[config.mk]
export PLATFORM = sky130hd
export DESIGN_NAME = fcms_top
export DESIGN_NICKNAME = d
export VERILOG_FILES = /design/src/rtl/fcms_pkg.sv /design/src/rtl/fcms_top.sv
export SDC_FILE = /design/constraint.sdc
export NUM_CORES = 1
export LEC_CHECK = 0
export ABC_CLOCK_PERIOD_IN_PS = 8690
export BUFFER_PORTS_ARGS = -buffer_cell sky130_fd_sc_hd__buf_2
export CORE_MARGIN = 2
export CORE_UTILIZATION = 48
export CTS_BUF_LIST = sky130_fd_sc_hd__clkbuf_16
export DETAILED_ROUTE_END_ITERATION = 6
export PLACE_DENSITY_LB_ADDON = 0.3
export SLEW_MARGIN = 40
export SYNTH_ARGS = -nofsm -noshare
export SYNTH_HDL_FRONTEND = slang
export SYNTH_SLANG_ARGS = --single-unit
[constraint.sdc]
create_clock -name REF_CLK_IN -period 8.69 [get_ports REF_CLK_IN]
set_input_delay 1.3035 -clock REF_CLK_IN [delete_from_list [all_inputs] [get_ports REF_CLK_IN]]
set_output_delay 1.3035 -clock REF_CLK_IN [all_outputs]
set_load 0.03 [all_outputs]
[src/rtl/fcms_pkg.sv]
package fcms_pkg;

  // Register byte offsets
  localparam logic [11:0] FCMS_CTRL_OFS   = 12'h000;
  localparam logic [11:0] FCMS_STATUS_OFS = 12'h004;
  localparam logic [11:0] FCMS_COUNT_OFS  = 12'h008;

  // Control word field positions
  localparam int FCMS_SRCSEL_LSB  = 0;
  localparam int FCMS_IREFSEL_BIT = 2;
  localparam int FCMS_LOOPSEL_BIT = 3;
  localparam int FCMS_REFDIV_LSB  = 4;

  // Control field codes and reset values
  localparam logic [1:0] FCMS_SRCSEL_FLL     = 2'h0;
  localparam logic [1:0] FCMS_SRCSEL_INTREF  = 2'h1;
  localparam logic [2:0] FCMS_REFDIV_NONE    = 3'h0;
  localparam logic       FCMS_IREFSEL_RESET  = 1'b1;
  localparam logic       FCMS_LOOPSEL_RESET  = 1'b0;
  localparam logic [1:0] FCMS_SRCSEL_RESET   = FCMS_SRCSEL_FLL;
  localparam logic [2:0] FCMS_REFDIV_RESET   = FCMS_REFDIV_NONE;

  // Status word field positions
  localparam int FCMS_STAT_MODE_LSB = 0;
  localparam int FCMS_STAT_PLLOFF   = 4;
  localparam int FCMS_STAT_LOCK     = 5;

  // Loop figures
  localparam logic [15:0] FCMS_FLL_MULT     = 16'h0400;
  localparam logic [15:0] FCMS_LOCK_WINDOW  = 16'h0002;
  localparam logic [23:0] FCMS_DCO_INC_RST  = 24'h226000;
  localparam logic [23:0] FCMS_DCO_INC_STEP = 24'h000100;

  // Control fields written by software
  typedef struct packed {
    logic [2:0] reference_divider;
    logic       phase_loop_select;
    logic       internal_reference_select;
    logic [1:0] clock_source_select;
  } fcms_ctrl_s;

  // Mode machine, one-hot
  typedef enum logic [3:0] {
    ST_ENGAGED_INTERNAL = 4'b0001,
    ST_ENGAGED_EXTERNAL = 4'b0010,
    ST_BYPASSED_INTERNAL = 4'b0100,
    ST_DEFERRED         = 4'b1000
  } fcms_mode_e;

endpackage

[src/rtl/fcms_top.sv]
`timescale 1ns/1ps
module fcms_top
  import fcms_pkg::*;
(
  input  wire logic        REF_CLK_IN,
  input  wire logic        SYS_RST_IN,
  input  wire logic        INT_REF_IN,
  input  wire logic        EXT_REF_IN,
  input  wire logic        PSEL_IN,
  input  wire logic        PENABLE_IN,
  input  wire logic        PWRITE_IN,
  input  wire logic [11:0] PADDR_IN,
  input  wire logic [31:0] PWDATA_IN,
  input  wire logic [3:0]  PSTRB_IN,
  output logic      [31:0] PRDATA_OUT,
  output logic             PREADY_OUT,
  output logic             PSLVERR_OUT,
  output logic             GEN_OUT_CLK_OUT,
  output logic             GEN_LOWRATE_CLK_OUT,
  output logic             PLL_POWERDOWN_OUT,
  output logic             FLL_ENABLE_OUT,
  output logic [3:0]       MODE_OUT
);

  fcms_ctrl_s  ctrl;
  fcms_mode_e  mode;
  fcms_mode_e  next_mode;
  logic [1:0]  int_sync;
  logic [1:0]  ext_sync;
  logic        ref_prev;
  logic        ref_rise;
  logic        ref_sel;
  logic [6:0]  div_cnt;
  logic        ref_tick;
  logic [23:0] dco_acc;
  logic [23:0] dco_inc;
  logic        dco_prev;
  logic        dco_rise;
  logic [15:0] dco_cnt;
  logic [15:0] last_cnt;
  logic        locked;
  logic        setup;
  logic        addr_ok;
  logic        wr_en;
  logic        engaged;

  // Pins from the reference oscillators cross in through two flops each
  always_ff @(posedge REF_CLK_IN) begin
    int_sync <= {int_sync[0], INT_REF_IN};
    ext_sync <= {ext_sync[0], EXT_REF_IN};
  end

  // Reference chosen by the internal select bit, edge taken after synchroniser
  assign ref_sel  = ctrl.internal_reference_select ? int_sync[1] : ext_sync[1];
  assign ref_rise = ref_sel & ~ref_prev;

  always_ff @(posedge REF_CLK_IN) begin
    if (SYS_RST_IN) begin
      ref_prev <= 1'b0;
    end else begin
      ref_prev <= ref_sel;
    end
  end

  // Divider by two to the power of the field; tick marks one divided period
  assign ref_tick = ref_rise && (div_cnt == 7'((8'h01 << ctrl.reference_divider) - 8'h01));

  always_ff @(posedge REF_CLK_IN) begin
    if (SYS_RST_IN) begin
      div_cnt <= 7'h00;
    end else if (ref_tick) begin
      div_cnt <= 7'h00;
    end else if (ref_rise) begin
      div_cnt <= div_cnt + 7'h01;
    end
  end

  // Digital oscillator: a phase accumulator whose top bit is the FLL clock
  // Gated by the enable: a frozen accumulator would otherwise count an edge every cycle
  assign dco_rise = FLL_ENABLE_OUT & dco_acc[23] & ~dco_prev;

  always_ff @(posedge REF_CLK_IN) begin
    if (SYS_RST_IN) begin
      dco_acc  <= 24'h000000;
      dco_prev <= 1'b0;
    end else if (FLL_ENABLE_OUT) begin
      dco_acc  <= dco_acc + dco_inc;
      dco_prev <= dco_acc[23];
    end
  end

  // Count oscillator edges per divided reference period
  always_ff @(posedge REF_CLK_IN) begin
    if (SYS_RST_IN) begin
      dco_cnt  <= 16'h0000;
      last_cnt <= 16'h0000;
    end else if (ref_tick) begin
      dco_cnt  <= {15'h0000, dco_rise};
      last_cnt <= dco_cnt;
    end else if (dco_rise && dco_cnt != 16'hFFFF) begin
      dco_cnt <= dco_cnt + 16'h0001;
    end
  end

  // Frequency loop: nudge the increment so each period holds 1024 edges.
  // The FLL keeps tracking in bypassed mode too, so a later engage is quick.
  always_ff @(posedge REF_CLK_IN) begin
    if (SYS_RST_IN) begin
      dco_inc <= FCMS_DCO_INC_RST;
    end else if (ref_tick && FLL_ENABLE_OUT) begin
      if (dco_cnt < FCMS_FLL_MULT) begin
        dco_inc <= dco_inc + FCMS_DCO_INC_STEP;
      end else if (dco_cnt > FCMS_FLL_MULT) begin
        dco_inc <= dco_inc - FCMS_DCO_INC_STEP;
      end
    end
  end

  // Lock flag within a small window around the target
  always_ff @(posedge REF_CLK_IN) begin
    if (SYS_RST_IN) begin
      locked <= 1'b0;
    end else if (ref_tick) begin
      locked <= (dco_cnt >= FCMS_FLL_MULT - FCMS_LOCK_WINDOW) &&
                (dco_cnt <= FCMS_FLL_MULT + FCMS_LOCK_WINDOW);
    end
  end

  // Mode decode; any combination outside the three is left to outer logic
  always_comb begin
    next_mode = ST_DEFERRED;
    if (ctrl.clock_source_select == FCMS_SRCSEL_FLL && ctrl.internal_reference_select &&
        !ctrl.phase_loop_select && ctrl.reference_divider == FCMS_REFDIV_NONE) begin
      next_mode = ST_ENGAGED_INTERNAL;
    end else if (ctrl.clock_source_select == FCMS_SRCSEL_FLL &&
                 !ctrl.internal_reference_select && !ctrl.phase_loop_select) begin
      next_mode = ST_ENGAGED_EXTERNAL;
    end else if (ctrl.clock_source_select == FCMS_SRCSEL_INTREF &&
                 ctrl.internal_reference_select && !ctrl.phase_loop_select &&
                 ctrl.reference_divider == FCMS_REFDIV_NONE) begin
      next_mode = ST_BYPASSED_INTERNAL;
    end
  end

  // Mode machine; every state may move to any decoded mode
  always_ff @(posedge REF_CLK_IN) begin
    if (SYS_RST_IN) begin
      mode <= ST_ENGAGED_INTERNAL;
    end else begin
      unique case (mode)
        ST_ENGAGED_INTERNAL:  mode <= next_mode;
        ST_ENGAGED_EXTERNAL:  mode <= next_mode;
        ST_BYPASSED_INTERNAL: mode <= next_mode;
        ST_DEFERRED:          mode <= next_mode;
        default:              mode <= ST_DEFERRED;
      endcase
    end
  end

  assign engaged = (mode == ST_ENGAGED_INTERNAL) || (mode == ST_ENGAGED_EXTERNAL);

  // Clock routing, registered so the outputs never glitch on a mode change
  always_ff @(posedge REF_CLK_IN) begin
    if (SYS_RST_IN) begin
      GEN_OUT_CLK_OUT     <= 1'b0;
      GEN_LOWRATE_CLK_OUT <= 1'b0;
      PLL_POWERDOWN_OUT   <= 1'b1;
      FLL_ENABLE_OUT      <= 1'b1;
      MODE_OUT            <= ST_ENGAGED_INTERNAL;
    end else begin
      MODE_OUT          <= mode;
      PLL_POWERDOWN_OUT <= engaged;
      FLL_ENABLE_OUT    <= engaged || (mode == ST_BYPASSED_INTERNAL);
      if (engaged) begin
        GEN_OUT_CLK_OUT     <= dco_acc[23];
        GEN_LOWRATE_CLK_OUT <= dco_acc[23];
      end else if (mode == ST_BYPASSED_INTERNAL) begin
        GEN_OUT_CLK_OUT     <= int_sync[1];
        GEN_LOWRATE_CLK_OUT <= 1'b0;
      end else begin
        GEN_OUT_CLK_OUT     <= 1'b0;
        GEN_LOWRATE_CLK_OUT <= 1'b0;
      end
    end
  end

  // APB decode: zero wait states, error on unmapped word
  assign setup   = PSEL_IN && !PENABLE_IN;
  assign addr_ok = (PADDR_IN == FCMS_CTRL_OFS) || (PADDR_IN == FCMS_STATUS_OFS) ||
                   (PADDR_IN == FCMS_COUNT_OFS);
  assign wr_en   = PSEL_IN && PENABLE_IN && PWRITE_IN && PADDR_IN == FCMS_CTRL_OFS;
  assign PREADY_OUT  = 1'b1;
  assign PSLVERR_OUT = PSEL_IN && PENABLE_IN && !addr_ok;

  // Control register; only the low byte lane carries fields
  always_ff @(posedge REF_CLK_IN) begin
    if (SYS_RST_IN) begin
      ctrl.clock_source_select       <= FCMS_SRCSEL_RESET;
      ctrl.internal_reference_select <= FCMS_IREFSEL_RESET;
      ctrl.phase_loop_select         <= FCMS_LOOPSEL_RESET;
      ctrl.reference_divider         <= FCMS_REFDIV_RESET;
    end else if (wr_en && PSTRB_IN[0]) begin
      ctrl.clock_source_select       <= PWDATA_IN[FCMS_SRCSEL_LSB +: 2];
      ctrl.internal_reference_select <= PWDATA_IN[FCMS_IREFSEL_BIT];
      ctrl.phase_loop_select         <= PWDATA_IN[FCMS_LOOPSEL_BIT];
      ctrl.reference_divider         <= PWDATA_IN[FCMS_REFDIV_LSB +: 3];
    end
  end

  // Read data captured in the setup cycle, held through the access
  always_ff @(posedge REF_CLK_IN) begin
    if (SYS_RST_IN) begin
      PRDATA_OUT <= 32'h00000000;
    end else if (setup) begin
      PRDATA_OUT <= 32'h00000000;
      if (PADDR_IN == FCMS_CTRL_OFS) begin
        PRDATA_OUT[6:0] <= ctrl;
      end else if (PADDR_IN == FCMS_STATUS_OFS) begin
        PRDATA_OUT[FCMS_STAT_MODE_LSB +: 4] <= mode;
        PRDATA_OUT[FCMS_STAT_PLLOFF]        <= PLL_POWERDOWN_OUT;
        PRDATA_OUT[FCMS_STAT_LOCK]          <= locked;
      end else if (PADDR_IN == FCMS_COUNT_OFS) begin
        PRDATA_OUT[15:0] <= last_cnt;
      end
    end
  end
endmodule // fcms_top

==> impl_metrics.yaml, run 1 <==
worst_setup_path:
  critical-path-slowest-cell: "sky130_fd_sc_hd__or3_1"
  crit_chain: "or4_1 -> or3_1 -> ha_1 -> a21oi_1 -> a21oi_1 -> or4_1 -> a21oi_1 -> a31oi_1 -> a21oi_1 -> mux2_1"
  timing_worst_setup_path_type: "reg -> reg"
  critical_path.n_buffers_inverters: 0
  required_ns: 8.99
  start_kind: "register"
  max_stage_delay_ns: 0.67
  cpMostUsedCell: "sky130_fd_sc_hd__a21oi_1"
  path_max_fanout: 20
  worst_setup_path_end_kind: "register"
  timing.critical_path.max_delay_family: "simple AND/OR/NAND/NOR gates"
  worst-endpoint-arrival_ns: 4.27
finish:
  finalNetCount: 848
  layout-drive-gt1-share: 0.121
  multi_input_area_um2: 3520
  instances_no_fill: 941
  flow.area_growth_from_synthesis_pct: 14.6
  layout.area.seq_um2: 2260
  layout.filler_cells: 1141
  antenna_cells: 0
clock_tree:
  postCtsResizedCells: 0
  cts.root.buffer_cell: "sky130_fd_sc_hd__clkbuf_16"
  clkLatencyLatePin_ns: 0.41
  post-cts-setup-buffer-count: 0
  cts_htree_levels: 4
  tritoncts: "built"
  clock_path_buffers: 2
  cts_hold_repair.buffers: 0
  clkSinkCount: 113
  tritoncts_buffers: 17
  cts.clk_slew.worst_paths_ns: 0.05
drt:
  route.detailed.vias_per_inst: 5.43
  postRouteWirelength_um: 13400
  ant_nets: 0
  drt_iter0_markers: 382
  wl_per_cell_um: 14.2
  drcViolationCount: 0
  route.vias.total: 5110
  detail_route.first_pass.iterations: 6
yosys:
  yosysSeqAreaShare: 0.374
  synth_cell_type_count: 64
  synth_async_sr_flop_share: 0
  post_synth_instance_area_um2: 6050
  yosys_register_bits: 113
  syn_inst: 720
  synthFlopType: "sky130_fd_sc_hd__dfxtp_1"
  edff_count_synth: 0
  synth.yosys.warnings: 0
  post_synth.cell_area_avg_um2: 8.40
sta:
  max-slew-margin-rel: 0.463
  rsz0062_at_grt: "false"
  timing.final.max_slew_violations: 0
  fmax_mhz: 252
  layout_worst_path_cycle_share: 0.457
  final_critical_path_setup_slack_ns: 4.72
  worstMarginPinSlew_ns: 0.804
  setup_total_negative_slack_ns: 0
  worst_clock_skew_ns: 0.00957
  finalSetupViolCount: 0
  final-hold-violation-count: 0
  period_minus_slack_ns: 3.97
power_and_ir_drop:
  ir_drop_uv: 146
  power.leakage_nw: 3.02
  pwr_density_cell_nw_per_um2: 208
place:
  place.detailed.instances: 909
  post-place-ws_ns: 4.74
  detailed_place_hpwl_um: 9330
  gpl_congestion: 0.804
  io_buffers: 51
global_routing:
  busiest_layer: "met2"
  grt_start_max_net_pins: 80
  vias_in_the_first_global_route: 4923
  global_route.usage.total: 0.209
  grt.met2_usage: 0.375
  globalRoute.totalOverflow: 0
  met3_usage: 0.0535
  grt_antenna_before_repair: 0
  globalRouteMet1Util: 0.239
  grt_first_pass_wirelength_um: 22300
die:
  fp.coreArea_um2: 12500
  fp.dieArea_um2: 13500
  rows: 41
  io_pins: 97
  die_width_um: 116
  initial_core_util: 0.485
  floorplan.die.height_um: 116
status:
  outcome: "complete, no violations"
hold_path:
  hold_path.class: "reg -> reg"
job:
  drv.max_cap_violation_count: 0
-- cells by family (layout without fill, tap and decap cells) --
family | after synthesis | in the layout | synth area share
AO/OA/AOI/OAI | 147 | 147 | 0.146
XOR/XNOR | 52 | 52 | 0.0753
adder cells (fa/ha/maj) | 36 | 36 | 0.0770
buffers and inverters | 71 | 105 | 0.0571
flip-flops | 113 | 113 | 0.374
multiplexers | 37 | 37 | 0.0617
other | 2 | 17 | 0.00124
AND/OR/NAND/NOR | 262 | 262 | 0.208
-- power breakdown --
| group | total (W) | internal (W) | switching (W) |
|---|---|---|---|
| clock network | 0.000677 | 0.000442 | 0.000235 |
| logic | 0.000199 | 0.0000810 | 0.000117 |
| registers | 0.000569 | 0.000545 | 0.0000237 |
| total | 0.00144 | 0.00107 | 0.000376 |
-- Yosys cell counts, drive strengths merged (4+ instances only) --
cell / n / area, um^2
dfxtp: 113 / 2260
and2: 5 / 32.5
o21ai: 31 / 155
inv: 20 / 75.1
a221oi: 6 / 52.6
a21oi: 66 / 330
nor2: 90 / 338
a31oi: 5 / 31.3
o211ai: 4 / 30.0
and3: 4 / 25.0
nor4: 8 / 56.3
clkbuf: 22 / 85.1
a21o: 6 / 45.0
nor3b: 4 / 30.0
a211oi: 6 / 45.0
ha: 34 / 425
nor3: 16 / 85.1
buf: 28 / 181
or3: 5 / 31.3
nand4: 7 / 43.8
nand2: 66 / 248
or2: 4 / 25.0
nor2b: 9 / 56.3
xor2: 27 / 236
nand3: 27 / 135
mux2i: 35 / 350
xnor2: 25 / 219
-- path summary, 6_finish.rpt --
kind                                          startpoint                        to  slack, ns  cells after the start
worst min-delay path                 ext_sync[0]$_DFF_P_       ext_sync[1]$_DFF_P_       0.32                      0
worst max register to register  dco_cnt[15]$_SDFFE_PP0P_  dco_inc[23]$_SDFFE_PP0P_       4.72                     10
worst min register to register       ext_sync[0]$_DFF_P_       ext_sync[1]$_DFF_P_       0.32                      0
worst max-delay path            dco_cnt[15]$_SDFFE_PP0P_  dco_inc[23]$_SDFFE_PP0P_       4.72                     10
-- final cells by class --
| cell class | instances | area share |
|---|---|---|
| inverter | 21 | 0.0114 |
| tap | 172 | 0.0311 |
| clock buffer | 17 | 0.0614 |
| timing repair buffer | 53 | 0.0408 |
| sequential | 113 | 0.327 |
| clock inverter | 14 | 0.0215 |
| multi-input combinational | 551 | 0.507 |
-- placed cells by master (no fill, tap or decap), types with 5 or more instances in the layout --
master / n
sky130_fd_sc_hd__a211oi_1: 6
sky130_fd_sc_hd__a21o_1: 6
sky130_fd_sc_hd__a21oi_1: 66
sky130_fd_sc_hd__a221oi_1: 6
sky130_fd_sc_hd__a31oi_1: 5
sky130_fd_sc_hd__buf_2: 51
sky130_fd_sc_hd__clkbuf_16: 17
sky130_fd_sc_hd__clkinv_1: 5
sky130_fd_sc_hd__conb_1: 17
sky130_fd_sc_hd__dfxtp_1: 112
sky130_fd_sc_hd__ha_1: 34
sky130_fd_sc_hd__inv_1: 21
sky130_fd_sc_hd__mux2i_1: 35
sky130_fd_sc_hd__nand2_1: 66
sky130_fd_sc_hd__nand3_1: 27
sky130_fd_sc_hd__nand4_1: 7
sky130_fd_sc_hd__nor2_1: 90
sky130_fd_sc_hd__nor2b_1: 8
sky130_fd_sc_hd__nor3_1: 15
sky130_fd_sc_hd__nor4_1: 7
sky130_fd_sc_hd__o21ai_0: 31
sky130_fd_sc_hd__or3_1: 5
sky130_fd_sc_hd__xnor2_1: 25
sky130_fd_sc_hd__xor2_1: 27
-- registers in the layout, indices dropped and copies added, names as in the netlist --
name	count
dco_prev	1
GEN_LOWRATE_CLK_OUT	1
mode	4
FLL_ENABLE_OUT	1
dco_acc	16
div_cnt	7
PLL_POWERDOWN_OUT	1
int_sync	2
PRDATA_OUT	16
ext_sync	2
locked	1
dco_cnt	16
GEN_OUT_CLK_OUT	1
dco_inc	16
MODE_OUT	4
ctrl	7
last_cnt	16
ref_prev	1
-- through the flow --
stage / area (um^2) / util / hold slack [ns] / power [W]
global route: 6930 / 0.556 / 0.330 / 0.00150
finish: 6930 / 0.556 / 0.325 / 0.00144
global placement: 6310 / 0.507 / 0.313 / 0.000765
floorplan: 6100 / - / 0.310 / 0.000737
detailed placement: 6340 / 0.508 / 0.315 / 0.000774
CTS: 6910 / 0.554 / 0.328 / 0.00145
-- layer usage --
metal  routed length (um)  up-vias
met4                  192        0
met1                 6010     2429
met3                  434       16
li1                     -     2561
met5                    0        -
met2                 6750      104
No activity file was read; power rests on OpenSTA's default activity.
==> run 2, diff against run 1 <==
ABC_CLOCK_PERIOD_IN_PS = 3800   (was 8690)
clock period = 3.8 ns   (was 8.69 ns; I/O delays follow)
==> run 2 against run 1 <==
Critical path depth is 1 higher. Final area is 0.31% higher. Register-to-register slack worse by 4.4 ns. Sequential share of layout area is 0.12 points lower. Routed wire length is 0.40% higher. Hold slack worse by 0.070 ns. First-iteration DRC count is 15% lower. Power is 130% higher. Via count is 0.16% higher. Global-route usage hardly changed. Sequential power is 130% higher. Critical endpoint is now dco_inc[22]$_SDFFE_PP0P_.
==> impl_metrics.yaml, run 2 (synthesized netlist as in run 1, its figures left out) <==
worst_setup_path:
  timing.reg2reg.worst_path_depth: 11
  timing.reg2reg.setup_slack_ns: 0.32
  path_max_fanout: 10
  timing_worst_setup_path_type: "reg -> reg"
  worst_setup_path_end_kind: "register"
  worst-endpoint-arrival_ns: 3.74
  critPathLaunch: "dco_cnt[15]$_SDFFE_PP0P_"
  crit-reg2reg-capture: "dco_inc[22]$_SDFFE_PP0P_"
  timing.rr.start: "dco_cnt[15]$_SDFFE_PP0P_"
  required_ns: 4.06
  start_kind: "register"
clock_tree:
  clkSinkCount: 113
  clock_path_buffers: 2
  cts.root.buffer_cell: "sky130_fd_sc_hd__clkbuf_16"
  clkLatencyLatePin_ns: 0.41
  post-cts-setup-buffer-count: 0
  tritoncts: "built"
  cts.clk_slew.worst_paths_ns: 0.05
  tritoncts_buffers: 17
  cts_htree_levels: 4
finish:
  layout.filler_cells: 1090
  layout.area.seq_um2: 2260
  antenna_cells: 0
  final_core_util: 0.558
  finalNetCount: 853
  multi_input_area_um2: 3510
  flow.area_growth_from_synthesis_pct: 15.0
  layout-drive-gt1-share: 0.128
  design_area_um2: 6950
  layout.cells.most_common_list: "113 x sky130_fd_sc_hd__dfxtp_1, 90 x sky130_fd_sc_hd__nor2_1, 66 x sky130_fd_sc_hd__nand2_1, 66 x sky130_fd_sc_hd__a21oi_1, 51 x sky130_fd_sc_hd__buf_2"
  layout_commonest_cell: "sky130_fd_sc_hd__dfxtp_1"
drt:
  route.detailed.vias_per_inst: 5.40
  postRouteWirelength_um: 13400
  wl_per_cell_um: 14.2
  drt_iter0_markers: 323
  ant_nets: 0
  detail_route.first_pass.iterations: 4
  drcViolationCount: 0
  route.vias.total: 5118
power_and_ir_drop:
  sw_frac_of_total: 0.261
  ir_drop_uv: 277
  internal-power_w: 0.00244
  finalPower_w: 0.00331
  net-switching-power_w: 0.000865
  p_clk_frac: 0.469
  pwr-share-comb: 0.140
  sequentialPowerShare: 0.391
  pwr_density_cell_nw_per_um2: 476
  power.leakage_nw: 3.03
global_routing:
  globalRouteMet1Util: 0.246
  busiest_layer: "met2"
  met3_usage: 0.0555
  vias_in_the_first_global_route: 4910
  globalRoute.totalOverflow: 0
  grt_start_max_net_pins: 79
  global_route.usage.total: 0.209
  grt_first_pass_wirelength_um: 22400
  grt_antenna_before_repair: 0
  grt.met2_usage: 0.358
die:
  fp.dieArea_um2: 13500
  initial_core_util: 0.485
  floorplan.die.height_um: 116
  fp.coreArea_um2: 12500
  die_width_um: 116
  rows: 41
  io_pins: 97
sta:
  finalSetupViolCount: 0
  period_minus_slack_ns: 3.48
  setup_total_negative_slack_ns: 0
  rsz0062_at_grt: "false"
  timing.final.max_slew_violations: 0
  worst_clock_skew_ns: 0.00798
  worstMarginPinSlew_ns: 0.825
  layout_worst_path_cycle_share: 0.915
  fmax_mhz: 287
  max-slew-margin-rel: 0.446
  final-hold-violation-count: 0
hold_path:
  hold_path.class: "in -> reg"
  hold_path_startpoint: "EXT_REF_IN"
  hold_end: "ext_sync[0]$_DFF_P_"
  hold-path-cell-count: 1
job:
  drv.max_cap_violation_count: 0
place:
  io_buffers: 51
  gpl_congestion: 0.818
  detailed_place_hpwl_um: 9320
  placed_cell_area_um2: 6360
status:
  outcome: "complete, no violations"
## run 2: area by class of cell
cell class                 count  share of cell area
multi-input combinational    551               0.505
sequential                   113               0.325
clock buffer                  17              0.0612
timing repair buffer          58              0.0443
tap                          172              0.0310
clock inverter                15              0.0221
inverter                      21              0.0113
## run 2: how the worst max path moves through the flow
| stage | to | slack [ns] | cells past startpoint |
|---|---|---|---|
| after detailed placement | dco_inc[23]$_SDFFE_PP0P_ | 0.22 | 10 |
| final | dco_inc[22]$_SDFFE_PP0P_ | 0.32 | 11 |
| after CTS | dco_inc[23]$_SDFFE_PP0P_ | 0.19 | 10 |
| after global placement | dco_inc[23]$_SDFFE_PP0P_ | 0.25 | 10 |
| after floorplan | dco_inc[23]$_SDFFE_PP0P_ | 0.39 | 11 |
| after global routing | dco_inc[23]$_SDFFE_PP0P_ | 0.15 | 10 |
## run 2: routing by layer
layer	vias to the layer above	wire length, um
li1	2579	-
met1	2414	6040
met2	97	6610
met3	28	477
met4	0	303
met5	-	0
## run 2: what timing repair did
action / 4_1_cts / 5_1_grt
gates resized for setup: 0 / 1
hold buffers: 0 / 0
setup endpoints to repair: 0 / 2
## run 2: worst max-delay path, cell delays in order, from the launching register on
cell and delay (ns):
sky130_fd_sc_hd__dfxtp_1 0.33, sky130_fd_sc_hd__or4_1 0.55, sky130_fd_sc_hd__or3_4 0.42, sky130_fd_sc_hd__buf_4 0.19, sky130_fd_sc_hd__ha_1 0.35, sky130_fd_sc_hd__a211oi_1 0.32, sky130_fd_sc_hd__nor3b_1 0.12, sky130_fd_sc_hd__o41ai_1 0.37
sky130_fd_sc_hd__a31oi_1 0.17, sky130_fd_sc_hd__or3_1 0.34, sky130_fd_sc_hd__nand3_1 0.09, sky130_fd_sc_hd__a21oi_1 0.06
## run 2: metrics by stage
step           worst slack [ns]  cells  hold WS, ns
2_1_floorplan             0.389    735        0.310
3_3_place_gp              0.255    915        0.314
3_5_place_dp              0.219    915        0.312
4_1_cts                   0.190    947        0.244
5_1_grt                   0.152    947        0.250
6_report                  0.321    947        0.255
## run 2: power by group through the flow
stage          clock network [W]  logic, W  registers (W)
2_1_floorplan                  0  0.000371        0.00131
3_3_place_gp                   0  0.000440        0.00131
3_5_place_dp                   0  0.000459        0.00131
4_1_cts                  0.00157  0.000462        0.00129
5_1_grt                  0.00163  0.000521        0.00130
6_report                 0.00155  0.000464        0.00129
==> run 3, diff against run 2 <==
CORE_ASPECT_RATIO = 1.1   (was not set)
==> run 3 against run 2 <==
Hold slack gained 0.0050 ns. Via count is essentially flat. Cell count shrank 1.8%. Maximum frequency shrank 1.4%. Sequential share of layout area grew 0.11 points. Die area is essentially flat. First-iteration DRC count shrank 2.8%. Routed wire length grew 4.1%. Global-route usage grew 0.59 points. Critical path type unchanged. Critical endpoint is now dco_inc[23]$_SDFFE_PP0P_. Largest power group unchanged.
==> impl_metrics.yaml, run 3 (synthesized netlist as in run 1, its figures left out) <==
drt:
  ant_nets: 0
  postRouteWirelength_um: 14000
  drcViolationCount: 0
  detail_route.first_pass.iterations: 5
  route.vias.total: 5121
  route.detailed.vias_per_inst: 5.51
  drt_iter0_markers: 314
  wl_per_cell_um: 15.0
worst_setup_path:
  timing.reg2reg.worst_path_depth: 10
  timing.reg2reg.setup_slack_ns: 0.27
  timing.rr.start: "dco_cnt[15]$_SDFFE_PP0P_"
  worst-endpoint-arrival_ns: 3.83
  cpMostUsedCell: "sky130_fd_sc_hd__a21oi_1"
  timing_worst_setup_path_type: "reg -> reg"
  timing.critical_path.max_delay_family: "simple AND/OR/NAND/NOR gates"
  start_kind: "register"
  required_ns: 4.10
  critical_path.n_buffers_inverters: 0
  critical-path-slowest-cell: "sky130_fd_sc_hd__or4_1"
  max_stage_delay_ns: 0.56
  crit_chain: "or4_1 -> or3_4 -> ha_1 -> a21oi_1 -> a21oi_1 -> or4_1 -> a21oi_1 -> a31oi_1 -> a21oi_1 -> mux2_1"
  worst_setup_path_end_kind: "register"
  crit-reg2reg-capture: "dco_inc[23]$_SDFFE_PP0P_"
  path_max_fanout: 9
  worst-path-stages: 10
sta:
  worst_clock_skew_ns: 0.00852
  max-slew-margin-rel: 0.456
  fmax_mhz: 283
  timing.final.max_slew_violations: 0
  setup_total_negative_slack_ns: 0
  final-hold-violation-count: 0
  worstMarginPinSlew_ns: 0.814
  layout_worst_path_cycle_share: 0.929
  rsz0062_at_grt: "false"
  period_minus_slack_ns: 3.53
  finalSetupViolCount: 0
clock_tree:
  postCtsResizedCells: 0
  clock_path_buffers: 2
  cts.clk_slew.worst_paths_ns: 0.06
  tritoncts_buffers: 17
  cts.root.buffer_cell: "sky130_fd_sc_hd__clkbuf_16"
  clkLatencyLatePin_ns: 0.41
  clkSinkCount: 113
  tritoncts: "built"
  post-cts-setup-buffer-count: 0
  cts_hold_repair.buffers: 0
  cts_htree_levels: 4
die:
  fp.dieArea_um2: 13500
  initial_core_util: 0.487
  die_width_um: 111
  io_pins: 97
  floorplan.die.height_um: 122
  rows: 43
  fp.coreArea_um2: 12400
finish:
  design_area_um2: 6930
  finalNetCount: 854
  layout.cells.most_common_list: "113 x sky130_fd_sc_hd__dfxtp_1, 90 x sky130_fd_sc_hd__nor2_1, 66 x sky130_fd_sc_hd__nand2_1, 66 x sky130_fd_sc_hd__a21oi_1, 51 x sky130_fd_sc_hd__buf_2"
  final_core_util: 0.558
  antenna_cells: 0
  flow.area_growth_from_synthesis_pct: 14.6
  layout-drive-gt1-share: 0.129
  layout_commonest_cell: "sky130_fd_sc_hd__dfxtp_1"
global_routing:
  grt_start_max_net_pins: 79
  globalRoute.totalOverflow: 0
  global_route.usage.total: 0.214
  vias_in_the_first_global_route: 5048
  grt_antenna_before_repair: 0
  grt_first_pass_wirelength_um: 23500
power_and_ir_drop:
  ir_drop_uv: 291
  pwr_density_cell_nw_per_um2: 478
  power.leakage_nw: 3.02
place:
  gpl_congestion: 0.840
  placed_cell_area_um2: 6350
  io_buffers: 51
  detailed_place_hpwl_um: 9830
hold_path:
  hold_end: "int_sync[0]$_DFF_P_"
  hold_path.class: "in -> reg"
  hold-path-cell-count: 1
  hold_path_startpoint: "INT_REF_IN"
status:
  outcome: "complete, no violations"
job:
  drv.max_cap_violation_count: 0
-- run 3: cell types whose count changed in the layout (fill, tap and decap cells not counted), sizes merged --
cell	previous run	this run
buf	58	59
clkinv	6	8
clkinvlp	3	2
inv	24	20
-- run 3: how the worst max path moves through the flow --
stage | startpoint | end
2_1_floorplan | dco_cnt[15]$_SDFFE_PP0P_ | dco_inc[23]$_SDFFE_PP0P_
4_1_cts | dco_cnt[15]$_SDFFE_PP0P_ | dco_inc[23]$_SDFFE_PP0P_
6_report | dco_cnt[15]$_SDFFE_PP0P_ | dco_inc[23]$_SDFFE_PP0P_
3_5_place_dp | dco_cnt[15]$_SDFFE_PP0P_ | dco_inc[23]$_SDFFE_PP0P_
5_1_grt | dco_cnt[15]$_SDFFE_PP0P_ | dco_inc[23]$_SDFFE_PP0P_
3_3_place_gp | dco_cnt[15]$_SDFFE_PP0P_ | dco_inc[23]$_SDFFE_PP0P_
-- run 3: cell type report --
type | count | area (um^2)
well taps | 157 | 196
clock buffers | 17 | 425
flip-flops and latches | 113 | 2260
repair buffers | 59 | 315
inverters | 21 | 78.8
clock inverters | 12 | 145
fillers | 1138 | 5500
multi-input cells | 551 | 3510
-- run 3: per-layer routing --
layer / global-route usage / up-vias / share of wire
met2: 0.388 / 113 / 0.51
met3: 0.0522 / 25 / 0.039
met5: 0 / - / 0
met4: 0.0903 / 0 / 0.024
li1: - / 2572 / -
met1: 0.243 / 2411 / 0.42
-- run 3: stage by stage --
step | setup slack [ns] | power [W] | cells | hold WS, ns
2_1_floorplan | 0.389 | 0.00168 | 735 | 0.310
3_3_place_gp | 0.278 | 0.00176 | 901 | 0.315
3_5_place_dp | 0.244 | 0.00178 | 901 | 0.318
4_1_cts | 0.139 | 0.00334 | 930 | 0.240
5_1_grt | 0.0460 | 0.00345 | 930 | 0.242
6_report | 0.271 | 0.00331 | 930 | 0.260
-- run 3: power by group --
group | internal [W] | switching, W | total (W)
combinational | 0.000188 | 0.000281 | 0.000469
clock | 0.00101 | 0.000543 | 0.00155
sequential | 0.00125 | 0.0000453 | 0.00129
total | 0.00244 | 0.000870 | 0.00331
